[src/hw/vsltg_map.vh]
// Constants for the video sync line timing generator.
// Assumes inclusion by bare name from the design file and the bench.
`ifndef VSLTG_MAP_VH
`define VSLTG_MAP_VH

// ********************************************
// Indirect register indices (pointer values)
// ********************************************
`define VSLTG_NUM_VAL     11
`define VSLTG_IDX_LSYNC   8'h00
`define VSLTG_IDX_BLACK   8'h02
`define VSLTG_IDX_DCRST   8'h04
`define VSLTG_IDX_PARITY  8'h06
`define VSLTG_IDX_BLANK   8'h08
`define VSLTG_IDX_LINELEN 8'h14
`define VSLTG_IDX_VSAMPLE 8'h16
`define VSLTG_IDX_MODE    8'h17

// ********************************************
// Timing value entries (low byte at 2n, high at 2n+1)
// ********************************************
`define VSLTG_ENT_BLANK_START 8
`define VSLTG_ENT_BLANK_STOP  9
`define VSLTG_ENT_LINELEN     10
`define VSLTG_NUM_WIN         4
`define VSLTG_WIN_PARITY      3

// ********************************************
// Mode register fields
// ********************************************
`define VSLTG_MODE_LS_DRIVE   0
`define VSLTG_MODE_LS_POL     1
`define VSLTG_MODE_BLACK_POL  2
`define VSLTG_MODE_DCRST_POL  3
`define VSLTG_MODE_NONINT     4
`define VSLTG_MODE_PAR_POL    5
`define VSLTG_MODE_CAP_ARM    6
`define VSLTG_MODE_ACTIVE     7

// ********************************************
// Widths and reset values
// ********************************************
`define VSLTG_VAL_W       12
`define VSLTG_HI_MASK     8'h0f
`define VSLTG_RST_VAL     12'h000
`define VSLTG_RST_BYTE    8'h00
`define VSLTG_RST_PTR     8'h00
`endif

[src/hw/dummy_unused_marker.v]
`timescale 1ns/100ps
`default_nettype none
`default_nettype wire

[src/hw/vsltg_top.v]
// Line timing generator: counters, windows, sync outputs, host port.
// Assumes clk_sys_i is the pixel clock and all inputs are synchronous.
//
// Function
// - Parity gate window from start/stop counts
// - Parity high or low by start/stop order
// - Equal parity start/stop gives constant zero
// - Timing code n means n plus one
// - High byte bits 7..4 dropped, read zero
// - Value updates only on high byte write
// - High nibble forms bits 11..8
// - Noise gate closes at start, opens stop
// - Equal noise gate values keep gate open
// - Pixel count per line limited by length
// - Line sync clocked out, input passes through
// - Frame sync low during vertical interval lines
// - Composite sync passed combinationally
// - Black ref and restore with polarity
// - Noninterlaced parity constant; edges at frame sync
// - Phase compare high lags, low leads
// - Active frame one frame after trigger
// - Write on strobe rise, read drives bus
// - Select 0 pointer, 1 selected register
// - Frame sync sampled at 8-bit count
`timescale 1ns/100ps
`include "vsltg_map.vh"
`default_nettype none

module vsltg_top (
  input  wire       clk_sys_i,            // Pixel clock
  input  wire       arst_n_i,             // Async reset, active low
  input  wire       sync_raw_n_i,         // Detected composite sync, low in sync
  input  wire       line_sync_i,          // Line sync pin, input side
  output wire       line_sync_o,          // Line sync pin, output side
  output wire       line_sync_oe_n_o,     // Line sync drive, low drives
  output wire       composite_sync_n_o,   // Composite sync out
  output wire       frame_sync_n_o,       // Vertical sync out
  output wire       interlace_parity_o,   // Field parity out
  output wire       black_ref_strobe_o,   // Black reference strobe
  output wire       dc_restore_pulse_o,   // DC restore pulse
  output wire       active_frame_o,       // Capture frame window
  output wire       phase_compare_o,      // Phase comparator level
  output wire       phase_compare_oe_n_o, // Phase comparator drive, low drives
  input  wire       reg_select_i,         // 0 pointer, 1 data
  input  wire       read_strobe_n_i,      // Read strobe, active low
  input  wire       write_strobe_n_i,     // Write strobe, active low
  input  wire [7:0] host_data_bus_i,      // Host bus in
  output wire [7:0] host_data_bus_o,      // Host bus out
  output wire       host_data_bus_oe_n_o  // Host bus drive, low drives
);

  // ********************************************
  // Declarations
  // ********************************************
  reg  [7:0]  ptr_q;          // Address pointer
  reg  [7:0]  wdata_q;        // Data held while write strobe low
  reg         wsel_q;         // Select held while write strobe low
  reg         wr_n_prev_q;    // Write strobe last cycle
  reg  [7:0]  rdata_q;        // Read data flop
  reg  [7:0]  rdata_d;        // Read data next
  reg  [7:0]  vsample_q;      // Frame sync sample count
  reg  [6:0]  mode_q;         // Mode bits
  reg  [11:0] cnt_q;          // Pixel count since accepted edge
  reg         run_q;          // Counter started
  reg         sync_prev_n_q;  // Composite sync last cycle
  reg         gate_open_q;    // Noise gate state
  reg         fsync_n_q;      // Frame sync flop
  reg         parity_q;       // Parity flop
  reg         active_q;       // Active frame flop
  reg         field_prev_q;   // Parity last cycle
  wire        trig;           // Frame trigger for the active window
  wire        edge_cap_start; // Armed trigger opens a frame
  reg  [3:0]  win_q;          // Raw window states
  reg  [2:0]  out_q;          // Line sync, black ref, restore outputs
  wire [11:0] val    [0:`VSLTG_NUM_VAL-1]; // Working values
  wire [7:0]  lo_byte[0:`VSLTG_NUM_VAL-1]; // Held low bytes
  wire        wr_rise;        // Write strobe rising edge
  wire        wr_data;        // Committed data write
  wire        edge_ok;        // Accepted sync falling edge
  wire        fsync_fall;     // Frame sync falling this cycle
  wire        gen_sync;       // Line sync seen by comparator
  wire        rec_sync;       // Recovered sync, high active
  wire [11:0] blank_start;    // Noise gate start
  wire [11:0] blank_stop;     // Noise gate stop
  wire [11:0] line_len;       // Line length code
  wire [11:0] fsync_pt;       // Frame sync sample count widened
  wire        fsync_d;        // Frame sync next value
  wire        parity_sel;     // Parity to load at frame sync fall

  // ********************************************
  // Host strobe handling
  // ********************************************
  // Commit happens on the sampled rising edge of the write strobe
  assign wr_rise = ~wr_n_prev_q & write_strobe_n_i;
  assign wr_data = wr_rise & wsel_q;

  // Capture bus and select while strobe is low
  always @(posedge clk_sys_i or negedge arst_n_i) begin
    if (!arst_n_i) begin
      wdata_q     <= `VSLTG_RST_BYTE;
      wsel_q      <= 1'b0;
      wr_n_prev_q <= 1'b1;
    end else begin
      wr_n_prev_q <= write_strobe_n_i;
      if (!write_strobe_n_i) begin
        wdata_q <= host_data_bus_i;
        wsel_q  <= reg_select_i;
      end
    end
  end

  // Pointer, sample count and mode registers
  always @(posedge clk_sys_i or negedge arst_n_i) begin
    if (!arst_n_i) begin
      ptr_q     <= `VSLTG_RST_PTR;
      vsample_q <= `VSLTG_RST_BYTE;
      mode_q    <= 7'h00;
    end else begin
      // Select 0 writes the pointer
      if (wr_rise && !wsel_q) begin
        ptr_q <= wdata_q;
      end
      if (wr_data && ptr_q == `VSLTG_IDX_VSAMPLE) begin
        vsample_q <= wdata_q;
      end
      if (wr_data && ptr_q == `VSLTG_IDX_MODE) begin
        mode_q <= wdata_q[6:0];
      end else if (edge_cap_start) begin
        // Hardware consumes the arm bit when the frame starts
        mode_q[`VSLTG_MODE_CAP_ARM] <= 1'b0;
      end
    end
  end

  // ********************************************
  // Timing value storage, one entry per value
  // ********************************************
  genvar gi;
  generate
    for (gi = 0; gi < `VSLTG_NUM_VAL; gi = gi + 1) begin : g_val
      reg [7:0]  lo_q;  // Low byte holding register
      reg [11:0] val_q; // Combined working value
      always @(posedge clk_sys_i or negedge arst_n_i) begin
        if (!arst_n_i) begin
          lo_q  <= `VSLTG_RST_BYTE;
          val_q <= `VSLTG_RST_VAL;
        end else if (wr_data && ptr_q == gi * 2) begin
          // Low byte held until the high byte arrives
          lo_q <= wdata_q;
        end else if (wr_data && ptr_q == gi * 2 + 1) begin
          // High nibble on top, upper bits dropped
          val_q <= {wdata_q[3:0], lo_q};
        end
      end
      assign val[gi]     = val_q;
      assign lo_byte[gi] = lo_q;
    end
  endgenerate

  // ********************************************
  // Read path
  // ********************************************
  // Select the byte that the pointer names
  always @* begin : p_rd
    integer k;
    k       = 0;
    rdata_d = `VSLTG_RST_BYTE;
    if (!reg_select_i) begin
      rdata_d = ptr_q;
    end else begin
      for (k = 0; k < `VSLTG_NUM_VAL; k = k + 1) begin
        if (ptr_q == k * 2) begin
          rdata_d = lo_byte[k];
        end
        if (ptr_q == k * 2 + 1) begin
          // Upper nibble reads zero
          rdata_d = {4'h0, val[k][11:8]} & `VSLTG_HI_MASK;
        end
      end
      if (ptr_q == `VSLTG_IDX_VSAMPLE) begin
        rdata_d = vsample_q;
      end
      if (ptr_q == `VSLTG_IDX_MODE) begin
        rdata_d = {active_q, mode_q};
      end
    end
  end

  // Read data flop
  always @(posedge clk_sys_i or negedge arst_n_i) begin
    if (!arst_n_i) begin
      rdata_q <= `VSLTG_RST_BYTE;
    end else begin
      rdata_q <= rdata_d;
    end
  end

  // Drive only while read strobe low
  assign host_data_bus_o      = rdata_q;
  assign host_data_bus_oe_n_o = read_strobe_n_i;

  // ********************************************
  // Line counter and noise gate
  // ********************************************
  assign blank_start = val[`VSLTG_ENT_BLANK_START];
  assign blank_stop  = val[`VSLTG_ENT_BLANK_STOP];
  assign line_len    = val[`VSLTG_ENT_LINELEN];
  // Only edges seen with the gate open restart the line
  assign edge_ok     = sync_prev_n_q & ~sync_raw_n_i & gate_open_q;

  // Count from zero, code n matches n+1 clocks after edge
  always @(posedge clk_sys_i or negedge arst_n_i) begin
    if (!arst_n_i) begin
      cnt_q         <= 12'h000;
      run_q         <= 1'b0;
      sync_prev_n_q <= 1'b1;
    end else begin
      sync_prev_n_q <= sync_raw_n_i;
      if (edge_ok) begin
        cnt_q <= 12'h000;
        run_q <= 1'b1;
      end else if (run_q && cnt_q != line_len) begin
        // Stop at the programmed line length
        cnt_q <= cnt_q + 12'h001;
      end
    end
  end

  // Noise gate closes at start, opens at stop
  always @(posedge clk_sys_i or negedge arst_n_i) begin
    if (!arst_n_i) begin
      gate_open_q <= 1'b1;
    end else if (blank_start == blank_stop) begin
      gate_open_q <= 1'b1;
    end else if (run_q && !edge_ok && cnt_q == blank_start) begin
      gate_open_q <= 1'b0;
    end else if (run_q && !edge_ok && cnt_q == blank_stop) begin
      gate_open_q <= 1'b1;
    end
  end

  // ********************************************
  // Programmable windows
  // ********************************************
  generate
    for (gi = 0; gi < `VSLTG_NUM_WIN; gi = gi + 1) begin : g_win
      // Set at start count, clear at stop, zero when equal
      always @(posedge clk_sys_i or negedge arst_n_i) begin
        if (!arst_n_i) begin
          win_q[gi] <= 1'b0;
        end else if (val[gi * 2] == val[gi * 2 + 1]) begin
          win_q[gi] <= 1'b0;
        end else if (run_q && !edge_ok && cnt_q == val[gi * 2]) begin
          win_q[gi] <= 1'b1;
        end else if (run_q && !edge_ok && cnt_q == val[gi * 2 + 1]) begin
          win_q[gi] <= 1'b0;
        end
      end
    end
  endgenerate

  // Outputs with polarity, changing after the clock edge
  always @(posedge clk_sys_i or negedge arst_n_i) begin
    if (!arst_n_i) begin
      out_q <= 3'h0;
    end else begin
      out_q[0] <= win_q[0] ^ mode_q[`VSLTG_MODE_LS_POL];
      out_q[1] <= win_q[1] ^ mode_q[`VSLTG_MODE_BLACK_POL];
      out_q[2] <= win_q[2] ^ mode_q[`VSLTG_MODE_DCRST_POL];
    end
  end

  assign line_sync_o        = out_q[0];
  assign line_sync_oe_n_o   = ~mode_q[`VSLTG_MODE_LS_DRIVE];
  assign black_ref_strobe_o = out_q[1];
  assign dc_restore_pulse_o = out_q[2];

  // ********************************************
  // Frame sync, parity and active frame
  // ********************************************
  assign fsync_pt   = {4'h0, vsample_q};
  // Sample composite sync once per line at the programmed count
  assign fsync_d    = (run_q && !edge_ok && cnt_q == fsync_pt) ? sync_raw_n_i : fsync_n_q;
  assign fsync_fall = fsync_n_q & ~fsync_d;
  // Window level at the fall picks the field when interlaced
  assign parity_sel = mode_q[`VSLTG_MODE_NONINT] ? mode_q[`VSLTG_MODE_PAR_POL]
                                                 : win_q[`VSLTG_WIN_PARITY];

  // Frame sync low on vertical interval lines
  always @(posedge clk_sys_i or negedge arst_n_i) begin
    if (!arst_n_i) begin
      fsync_n_q <= 1'b1;
    end else begin
      fsync_n_q <= fsync_d;
    end
  end

  // Parity only moves at frame sync falling edge
  always @(posedge clk_sys_i or negedge arst_n_i) begin
    if (!arst_n_i) begin
      parity_q     <= 1'b0;
      field_prev_q <= 1'b0;
    end else begin
      field_prev_q <= parity_q;
      if (fsync_fall) begin
        parity_q <= parity_sel;
      end
    end
  end

  // Trigger: parity rise if interlaced, frame sync fall otherwise
  assign trig           = mode_q[`VSLTG_MODE_NONINT] ? fsync_fall : (parity_q & ~field_prev_q);
  assign edge_cap_start = trig & ~active_q & mode_q[`VSLTG_MODE_CAP_ARM];

  // One frame of active output per arm
  always @(posedge clk_sys_i or negedge arst_n_i) begin
    if (!arst_n_i) begin
      active_q <= 1'b0;
    end else if (trig) begin
      if (active_q) begin
        active_q <= 1'b0;
      end else if (mode_q[`VSLTG_MODE_CAP_ARM]) begin
        active_q <= 1'b1;
      end
    end
  end

  assign frame_sync_n_o     = fsync_n_q;
  assign interlace_parity_o = parity_q;
  assign active_frame_o     = active_q;

  // ********************************************
  // Composite sync and phase comparator
  // ********************************************
  // Passed straight through
  assign composite_sync_n_o = sync_raw_n_i;

  // Pin input reaches comparator without pipeline
  assign gen_sync = mode_q[`VSLTG_MODE_LS_DRIVE] ? win_q[0] : line_sync_i;
  assign rec_sync = ~sync_raw_n_i;

  // High when generated lags, low when it leads, else released
  assign phase_compare_o      = rec_sync & ~gen_sync;
  assign phase_compare_oe_n_o = ~(rec_sync ^ gen_sync);

endmodule

`default_nettype wire

[config.mk]
export PLATFORM = sky130hd
export DESIGN_NAME = vsltg_top
export DESIGN_NICKNAME = d
export VERILOG_FILES = /design/src/hw/dummy_unused_marker.v /design/src/hw/vsltg_top.v
export VERILOG_INCLUDE_DIRS = /design/src /design/src/hw
export SDC_FILE = /design/constraint.sdc
export NUM_CORES = 1
export LEC_CHECK = 0
export BUFFER_PORTS_ARGS = -buffer_cell sky130_fd_sc_hd__buf_2
export CAP_MARGIN = 20
export CORE_MARGIN = 4
export CORE_UTILIZATION = 55
export CTS_BUF_LIST = sky130_fd_sc_hd__clkbuf_2
export CTS_CLUSTER_SIZE = 30
export DETAILED_ROUTE_END_ITERATION = 8
export PLACE_DENSITY = 0.74
export SYNTH_ARGS = -nofsm -noshare
export SYNTH_HDL_FRONTEND = slang
export SYNTH_SLANG_ARGS = --single-unit
export TNS_END_PERCENT = 100
[constraint.sdc]
create_clock -name clk_sys_i -period 2.13 [get_ports clk_sys_i]
set_input_delay 0.426 -clock clk_sys_i [delete_from_list [all_inputs] [get_ports clk_sys_i]]
set_output_delay 0.426 -clock clk_sys_i [all_outputs]
set_load 0.03 [all_outputs]
==> results of run 1 <==
-- sequential cells by signal, summed over array words and instances, names as in the netlist, 3 cells and up --
name	cells
mode_q	7
win_q	4
g_val.lo_q	88
g_val.val_q	108
wdata_q	8
ptr_q	8
blank_start	12
cnt_q	12
host_data_bus_o	8
out_q	3
blank_stop	12
vsample_q	8
-- what timing repair did --
action | 4_1_cts | 5_1_grt
hold buffers | 12 | 0
pin swaps | 26 | 34
hold endpoints to repair | 298 | 0
setup endpoints to repair | 105 | 231
gates cloned | 4 | 8
resized for setup | 54 | 120
setup buffers | 16 | 4
-- area by class of cell --
cell class	count	share of cell area (%)
Inverter	12	0.249
Sequential cell	287	39.7
Clock buffer	104	2.87
Tap cell	335	2.31
Clock inverter	24	0.822
Timing Repair Buffer	219	11.4
Antenna cell	1	0.0138
Multi-Input combinational cell	877	42.6
-- logic make-up (layout without fill, tap and decap cells) --
family	after synthesis	after routing	share of synthesized area, %
compound gates	134	134	5.90
xor+xnor	209	209	12.3
fa+ha+maj	2	2	0.168
buf+inv	94	359	2.73
flops	287	287	48.4
mux	280	280	21.4
other cells	0	1	0
simple gates	252	252	9.12
-- power by group --
part / switching, mW / internal [mW] / total [mW]
combinational: 2.18 / 1.72 / 3.90
clock: 2.28 / 1.56 / 3.83
sequential: 0.466 / 5.84 / 6.31
total: 4.92 / 9.11 / 14.0
-- metal layers --
metal,GRT usage (%),vias to the layer above,routed length [microns]
li1,-,4975,-
met1,42.4,5792,19400
met4,13.1,0,2020
met2,48.6,527,21300
met5,0,-,0
met3,6.56,132,3390
-- worst max-delay path, delay by kind of cell, from the launching register on --
kind | cells | cell delay (ns)
flops | 1 | 0.47
mux | 1 | 0.15
fa+ha+maj | 1 | 0.25
buf+inv | 1 | 0.14
-- final timing paths --
path	slack (ns)	startpoint	cells past startpoint	end
worst max-delay path	-0.15	win_q[0]$_DFFE_PN0P_	3	phase_compare_oe_n_o
worst min-delay path	0.12	arst_n_i	2	g_val[1].val_q[5]$_DFFE_PN0P_
worst max register to register	-0.08	ptr_q[6]$_DFFE_PN0P_	7	host_data_bus_o[3]$_DFF_PN0_
worst min register to register	0.44	interlace_parity_o$_DFFE_PN0P_	0	field_prev_q$_DFF_PN0_
max in group asynchronous	1.27	arst_n_i	3	wr_n_prev_q$_DFF_PN1_
min in group clk_sys_i	0.35	host_data_bus_i[1]	3	wdata_q[1]$_DFFE_PN0N_
-- placed cells by master, fill, tap and decap left out, types with 15 or more instances in the layout --
cell      synthesis  routed
dfrtp_1         283     276
mux2_2          245     244
xnor2_1         145     145
buf_4             4     111
clkbuf_2          0     104
xor2_1           64      64
nand2_1          60      43
buf_6             1      43
nand4_1          37      37
o21ai_0          39      34
nor2_1           39      29
mux2i_1          30      29
buf_2            24      29
nor4_1           27      24
a21oi_1          26      23
buf_12            0      19
nor3_1           21      16
clkinv_1          1      15
-- stage by stage --
step	total power [mW]	hold WS [ns]
finish	14.0	0.117
global route	14.7	0.0895
CTS	13.9	0.0626
detailed placement	9.86	0.410
global placement	9.80	0.404
floorplan	8.35	0.130
==> impl_metrics.toml, run 1 <==
[status]
status = "complete, but fails checks"
violations = "negative setup slack"

[timing]
fin_crit_ns = 2.28
setup_tns_ns = -1.41
rsz0062_at_grt = "true"
timing.final.crit_share_pct = 107
finalHoldViolCount = 0
tightestPinTransition_ns = 0.910
slew_headroom_pct = 39.3
setup_slack_ns = -0.153
setup_violations = 40
clock_skew_ns = 0.0719
drv_slew = 0
fmax_mhz = 438

[power]
p_per_area_nw_per_um2 = 775
peakVddDrop_mv = 0.585
p_leak_nw = 8.83

[cells_and_area]
register_area_sq_um = 7200
fin_nets = 1489
drive_gt1_share_pct = 43.1
multiInputGateArea_sq_um = 7710
fin_area_sq_um = 18100
post-route-util_pct = 68.9
stdcell_count = 1859
area_growth_pct = 22.0
nFillCells = 1934

[route]
drt-wirelength-per-cell_microns = 24.8
via_per_inst = 6.15
drc = 0
vias = 11400
ant_nets = 0
dr.pass1.iters = 5
routed_wl_microns = 46100
drtIter0Drc = 1063

[floorplanning]
die_height_microns = 172
die_w_microns = 172
boundaryPins = 34
fp-row-count = 59
core_area_sq_um = 26300
die_area_sq_um = 29700
start_util_pct = 56.5

[global_route]
grt_max_degree = 56
grt_first_pass_wirelength_microns = 69500
grtUsageTotal_pct = 31.1
grt_pass1_vias = 11500
gr-total-overflow = 0
antenna_found_initial = 1

[logic_synthesis]
yosysUniqueCellTypes = 67
syn_nets = 1275
yosys.area.top_type_share_pct = 47.7
synth_area_per_cell_sq_um = 11.8
yosysTopAreaCell = "dfrtp_1"
ys_dominant_reg_cell = "dfrtp_1"
synth_edf_count = 0
ys_seq_area_share_pct = 48.4
yosysMostFrequentCell = "dfrtp_1"
synthCells = 1258
synth-seq-cells = 287
async_flop_share_pct = 100
netlist_top_cells_area = "dfrtp_1, mux2_2, xnor2_1"
netlist_area_sq_um = 14800
synth_warnings = 0
synthTopCellsByCount = "dfrtp_1, mux2_2, xnor2_1"

[cts]
clock_latency_ns = 0.87
htreeDepth = 3
clk_pin_slew_worst_paths_ns = 0.11
numCtsBuffers = 75
cts_tree = "yes"
clockBufferDepth = 3
root_buffer = "clkbuf_2"
cts_sinks = 287

[place]
place.port_buffers = 31
place_inst = 1688
gp_congestion = 1.06
place_hpwl_microns = 32000
pre_cts_slack_ns = -0.185
dpl_cell_area_sq_um = 16400

[worst_setup_path]
required_ns = 1.70
slowest_stage = "dfrtp_2"
endpoint_kind = "output port"
worstSetupPathType = "reg2out"
cp.arrival_ns = 1.86
crit_chain = "mux2i_1, ha_1, buf_6"
worstPathMaxFanout = 2
start_kind = "flip-flop"
max_stage_delay_ns = 0.47

[min_path]
hold_class = "in2async"

[job]
cap_violations = 0
(Power assumes the default switching activity.)
==> run 2, diff against run 1 <==
--- a/config.mk
+++ b/config.mk
@@ -14,6 +14,7 @@
 export CTS_CLUSTER_SIZE = 30
 export DETAILED_ROUTE_END_ITERATION = 8
 export PLACE_DENSITY = 0.74
+export REMOVE_ABC_BUFFERS = 1
 export SYNTH_ARGS = -nofsm -noshare
 export SYNTH_HDL_FRONTEND = slang
 export SYNTH_SLANG_ARGS = --single-unit
==> run 2 against run 1 <==
Against the previous run: the flow still finishes with violations (negative setup slack); routed wire length up 2.1%; register-to-register slack got worse by 0.04 ns; worst setup slack improved by 0.030 ns; via count rose by 0.81%; clock skew up 0.011 ns; cell count rose by 0.91%; critical path depth increased by 5; sequential power about the same; first-iteration DRC count rose by 13%; largest power group unchanged; highest routed layer is now met5.
==> impl_metrics.toml, run 2 (synthesis gave the netlist of run 1 again) <==
[worst_setup_path]
start_kind = "flip-flop"
cp.arrival_ns = 2.94
cp.depth = 8
worstPathMaxFanout = 6
worstSetupPathType = "reg2reg"
critPathMostFrequentCell = "buf_6"
path_buf_inv = 4
slowest_stage = "or4b_4"
rr_worst_depth = 8
max_stage_delay_ns = 0.55
cpLargestDelayFamily = "simple AND/OR/NAND/NOR gates"
crit_path_start = "ptr_q[6]$_DFFE_PN0P_"
crit_chain = "buf_4, or4b_4, buf_6, nor3_4, buf_6, nand2_4, buf_12, mux2_2"
endpoint_kind = "flip-flop"
r2r_start = "ptr_q[6]$_DFFE_PN0P_"
required_ns = 2.82

[global_route]
grtUsageMet3_pct = 5.83
use_met1_pct = 45.4
gr-total-overflow = 0
top_usage_layer = "met2"
antenna_found_initial = 2
use_met2_pct = 48.0
grt_first_pass_wirelength_microns = 69400
grt_pass1_vias = 11300
grtUsageTotal_pct = 31.5
grt_max_degree = 62

[power]
power_mw = 13.9
peakVddDrop_mv = 0.430
p_per_area_nw_per_um2 = 757
p_leak_nw = 8.87

[floorplanning]
start_util_pct = 56.5
core_area_sq_um = 26300
die_height_microns = 172
boundaryPins = 34
fp-row-count = 59
die_area_sq_um = 29700
die_w_microns = 172

[cells_and_area]
stdcell_count = 1876
reg_top3 = "g_val.val_q: 108 flops, g_val.lo_q: 88 flops"
fin_area_sq_um = 18400
area_growth_pct = 23.8
final_common_cell = "dfrtp_1"
layout_common_cells = "dfrtp_1, mux2_2, xnor2_1"
regMostFlops = "g_val.val_q"
largest_reg_flops = 108
drive_gt1_share_pct = 44.1
fin_nets = 1512

[route]
drtIter0Drc = 1197
routed_wl_microns = 47100
vias = 11500
drt-wirelength-per-cell_microns = 25.1
dr.pass1.iters = 6
via_per_inst = 6.14
ant_nets = 0
drc = 0

[job]
cap_violations = 0

[min_path]
hold_class = "in2async"

[cts]
cts_sinks = 287
numCtsBuffers = 74
htreeDepth = 3
clock_latency_ns = 0.87
cts_tree = "yes"
clk_pin_slew_worst_paths_ns = 0.09
root_buffer = "clkbuf_2"
clockBufferDepth = 3

[timing]
clock_skew_ns = 0.0832
setup_tns_ns = -2.63
finalHoldViolCount = 0
slew_headroom_pct = 21.9
timing.final.crit_share_pct = 106
setup_violations = 45
fmax_mhz = 444
setup_slack_ns = -0.123
fin_crit_ns = 2.25
rsz0062_at_grt = "true"
tightestPinTransition_ns = 1.17
drv_slew = 0

[place]
place_inst = 1703
pre_cts_slack_ns = -0.310
dpl_cell_area_sq_um = 16500
place_hpwl_microns = 33000
place.port_buffers = 31
gp_congestion = 1.00

[status]
violations = "negative setup slack"
status = "complete, but fails checks"
## run 2: changes by cell type in the layout (fill, tap and decap cells not counted), moves of 4 or more
cell / before / now
clkinv_1: 15 / 11
o21ai_2: 0 / 4
nor3_2: 3 / 7
dfrtp_2: 6 / 2
mux2_2: 244 / 212
buf_4: 111 / 135
mux2_4: 1 / 33
dfrtp_1: 276 / 280
clkinv_2: 5 / 1
## run 2: per-layer routing
layer | vias up | wire length, microns
met1 | 5883 | 20200
met4 | 2 | 1640
met5 | - | 13
met2 | 535 | 21200
li1 | 4999 | -
met3 | 100 | 4020
## run 2: repair_timing
item,CTS,global route
buffers inserted,17,11
cloned,6,7
hold buffers,12,0
pin swaps,27,30
endpoints found under the setup margin,185,172
endpoints found under the hold margin,249,0
gates resized for setup,85,119
## run 2: power breakdown
part | switching (mW) | internal (mW)
Clock | 2.25 | 1.30
Sequential | 0.483 | 5.84
Combinational | 2.22 | 1.83
## run 2: layout make-up
class	count	area, sq um
Multi-Input combinational cell	877	7870
Antenna cell	1	2.50
Timing Repair Buffer	243	2260
Fill cell	1965	7900
Inverter	12	45.0
Sequential cell	287	7190
Clock inverter	18	85.1
Clock buffer	103	515
Tap cell	335	419
## run 2: metrics by stage
stage                     hold WS, ns  util [%]
after floorplan                 0.130         -
after global placement          0.396      62.8
after detailed placement        0.408      62.8
after CTS                      0.0938      67.6
after global routing            0.109      70.0
final                           0.106      70.0
## run 2: final timing paths
path,endpoint,slack (ns)
max,g_val[8].lo_q[7]$_DFFE_PN0P_,-0.12
min,g_val[0].val_q[11]$_DFFE_PN0P_,0.11
max reg2reg,g_val[8].lo_q[7]$_DFFE_PN0P_,-0.12
min reg2reg,field_prev_q$_DFF_PN0_,0.43
max in group asynchronous,g_val[4].val_q[8]$_DFFE_PN0P_,1.30
min in group clk_sys_i,sync_prev_n_q$_DFF_PN1_,0.33
==> run 3, diff against run 2 <==
--- a/config.mk
+++ b/config.mk
@@ -6,6 +6,7 @@
 export SDC_FILE = /design/constraint.sdc
 export NUM_CORES = 1
 export LEC_CHECK = 0
+export ABC_AREA = 1
 export BUFFER_PORTS_ARGS = -buffer_cell sky130_fd_sc_hd__buf_2
 export CAP_MARGIN = 20
 export CORE_MARGIN = 4
==> run 3 against run 2 <==
Against the previous run: the run still ends with negative setup slack left; maximum frequency is 4.3% lower; worst setup slack worse by 0.10 ns; core utilization is 3.2 points lower; count of clock-buffer cells in the layout is 4 higher; final area is 7.8% lower; clock power is 5% higher; routed wire length is 2.3% lower; critical path depth is 6 higher; hold slack worse by 0.049 ns; critical endpoint is now host_data_bus_o[4]$_DFF_PN0_; largest power group unchanged.
==> impl_metrics.toml, run 3 <==
[status]
violations = "negative setup slack"
status = "complete, but fails checks"

[power]
p_per_area_nw_per_um2 = 853
p_leak_nw = 8.08
power_mw = 14.5
peakVddDrop_mv = 0.660

[timing]
fin_crit_ns = 2.35
setup_slack_ns = -0.224
rsz0062_at_grt = "true"
setup_violations = 10
timing.final.crit_share_pct = 111
drv_slew = 0
finalHoldViolCount = 0
tightestPinTransition_ns = 0.840
clock_skew_ns = 0.0803
slew_headroom_pct = 43.9
setup_tns_ns = -1.49
fmax_mhz = 425
holdWs_ns = 0.0568

[cells_and_area]
nFillCells = 2083
final_common_cell = "nand2_1"
drive_gt1_share_pct = 24.5
regMostFlops = "g_val.val_q"
fin_area_sq_um = 17000
stdcell_count = 2197
largest_reg_flops = 108
fin_nets = 1830
post-route-util_pct = 66.7
area_growth_pct = 18.5
reg_top3 = "g_val.val_q: 108 flops, g_val.lo_q: 88 flops"
layout_common_cells = "nand2_1, dfrtp_1, o21ai_0"

[floorplanning]
start_util_pct = 56.3
boundaryPins = 34
die_area_sq_um = 28700
die_height_microns = 169
core_area_sq_um = 25400
fp-row-count = 58
die_w_microns = 169

[logic_synthesis]
synthMuxAreaShare_pct = 4.00
yosys.area_share.simple_pct = 18.9
synth_edf_count = 0
yosys.area.top_type_share_pct = 49.5
yosysMostFrequentCell = "nand2_1"
synth-seq-cells = 287
ys_seq_area_share_pct = 50.2
netlist_area_sq_um = 14300
ys_dominant_reg_cell = "dfrtp_1"
yosysUniqueCellTypes = 45
synth_top_family_by_area = "simple AND/OR/NAND/NOR gates"
synthTopCellsByCount = "nand2_1, dfrtp_1, o21ai_0"
netlist_top_cells_area = "dfrtp_1, nand2_1, o21ai_0"
synth_warnings = 0
synth_area_per_cell_sq_um = 8.85
synth_compound_area_share_pct = 11.4
synthCells = 1616
async_flop_share_pct = 100
yosysTopAreaCell = "dfrtp_1"
synthXorXnorAreaFrac_pct = 10.1
synth_fa_ha_area_share_pct = 0.175

[route]
drt-wirelength-per-cell_microns = 20.9
routed_wl_microns = 46000
drtIter0Drc = 1600
ant_nets = 0
dr.pass1.iters = 5
vias = 12700
via_per_inst = 5.80
drc = 0

[place]
place_hpwl_microns = 31900
gp_congestion = 1.03
place.port_buffers = 31
place_inst = 2020
pre_cts_slack_ns = -0.257
dpl_cell_area_sq_um = 15500

[worst_setup_path]
r2r_start = "ptr_q[5]$_DFFE_PN0P_"
cp.arrival_ns = 3.08
crit_path_start = "ptr_q[5]$_DFFE_PN0P_"
required_ns = 2.86
rr_worst_depth = 14
worstPathMaxFanout = 5
worstSetupPathType = "reg2reg"
endpoint_kind = "flip-flop"
start_kind = "flip-flop"

[global_route]
antenna_found_initial = 1
gr-total-overflow = 0
grt_first_pass_wirelength_microns = 70700
grt_max_degree = 67
grt_pass1_vias = 12400
grtUsageTotal_pct = 32.1

[min_path]
hp-start = "sync_raw_n_i"
min_path_cells = 5
hold_class = "in2reg"

[cts]
htreeDepth = 3
numCtsBuffers = 75
clk_pin_slew_worst_paths_ns = 0.11
root_buffer = "clkbuf_2"
cts_sinks = 287
clock_latency_ns = 0.89
cts_tree = "yes"
clockBufferDepth = 3

[job]
cap_violations = 0
## run 3: cell count changes after synthesis, sizes merged, moves of 22 or more
cell	delta
a21oi	+34
inv	+103
mux2	-196
mux2i	-28
nand2	+341
nor2	+34
o21ai	+175
or2	+22
xnor2	-50
## run 3: timing repair
item                                    CTS  global route
pin swaps                                 8            30
hold endpoints to repair                302             0
endpoints found under the setup margin   11            61
hold buffers                             24             0
setup buffers                            10            12
gates resized for setup                  27            70
## run 3: cell families after synthesis
kind of cell             count (synthesis)
buffers and inverters                  183
adder cells (fa/ha/maj)                  2
multiplexers                            51
flip-flops                             287
AND/OR/NAND/NOR                        622
AO/OA/AOI/OAI                          306
XOR/XNOR                               165
## run 3: metal layers
layer	global-route usage [%]	wire length [microns]	vias to the layer above
met2	49.0	20700	687
met4	13.5	2040	0
li1	-	-	5771
met1	44.7	18800	6127
met5	0	0	-
met3	7.13	4450	151
## run 3: worst paths after layout
kind | to | slack (ns)
max | host_data_bus_o[4]$_DFF_PN0_ | -0.22
min | run_q$_DFFE_PN0P_ | 0.06
max reg2reg | host_data_bus_o[4]$_DFF_PN0_ | -0.22
min reg2reg | field_prev_q$_DFF_PN0_ | 0.47
max in group asynchronous | host_data_bus_o[0]$_DFF_PN0_ | 1.30
min in group asynchronous | blank_start[4]$_DFFE_PN0P_ | 0.09
## run 3: area by class of cell
cell class	count	area [sq um]	share of cell area (%)
antenna	1	2.50	0.0148
timing repair buffer	188	1570	9.26
multi-input combinational	1146	6680	39.4
clock inverter	23	114	0.672
clock buffer	107	536	3.16
sequential	287	7200	42.5
tap	330	413	2.44
inverter	115	442	2.61
## run 3: report_power, final
| part | internal [mW] | switching (mW) |
|---|---|---|
| clock | 1.37 | 2.35 |
| sequential | 5.95 | 0.632 |
| combinational | 1.68 | 2.48 |
## run 3: critical path, cell delays in order (launching register included)
cell and delay, ns:
dfrtp_1 0.38, nor2_2 0.04, nand2_2 0.07, buf_12 0.12
clkinvlp_4 0.15, nand2_4 0.13, buf_6 0.12, o22ai_1 0.08
a21oi_1 0.17, o21ai_1 0.12, a21oi_2 0.21, o2111ai_2 0.17
a21oi_2 0.17, a41o_1 0.19, o21ai_0 0.10
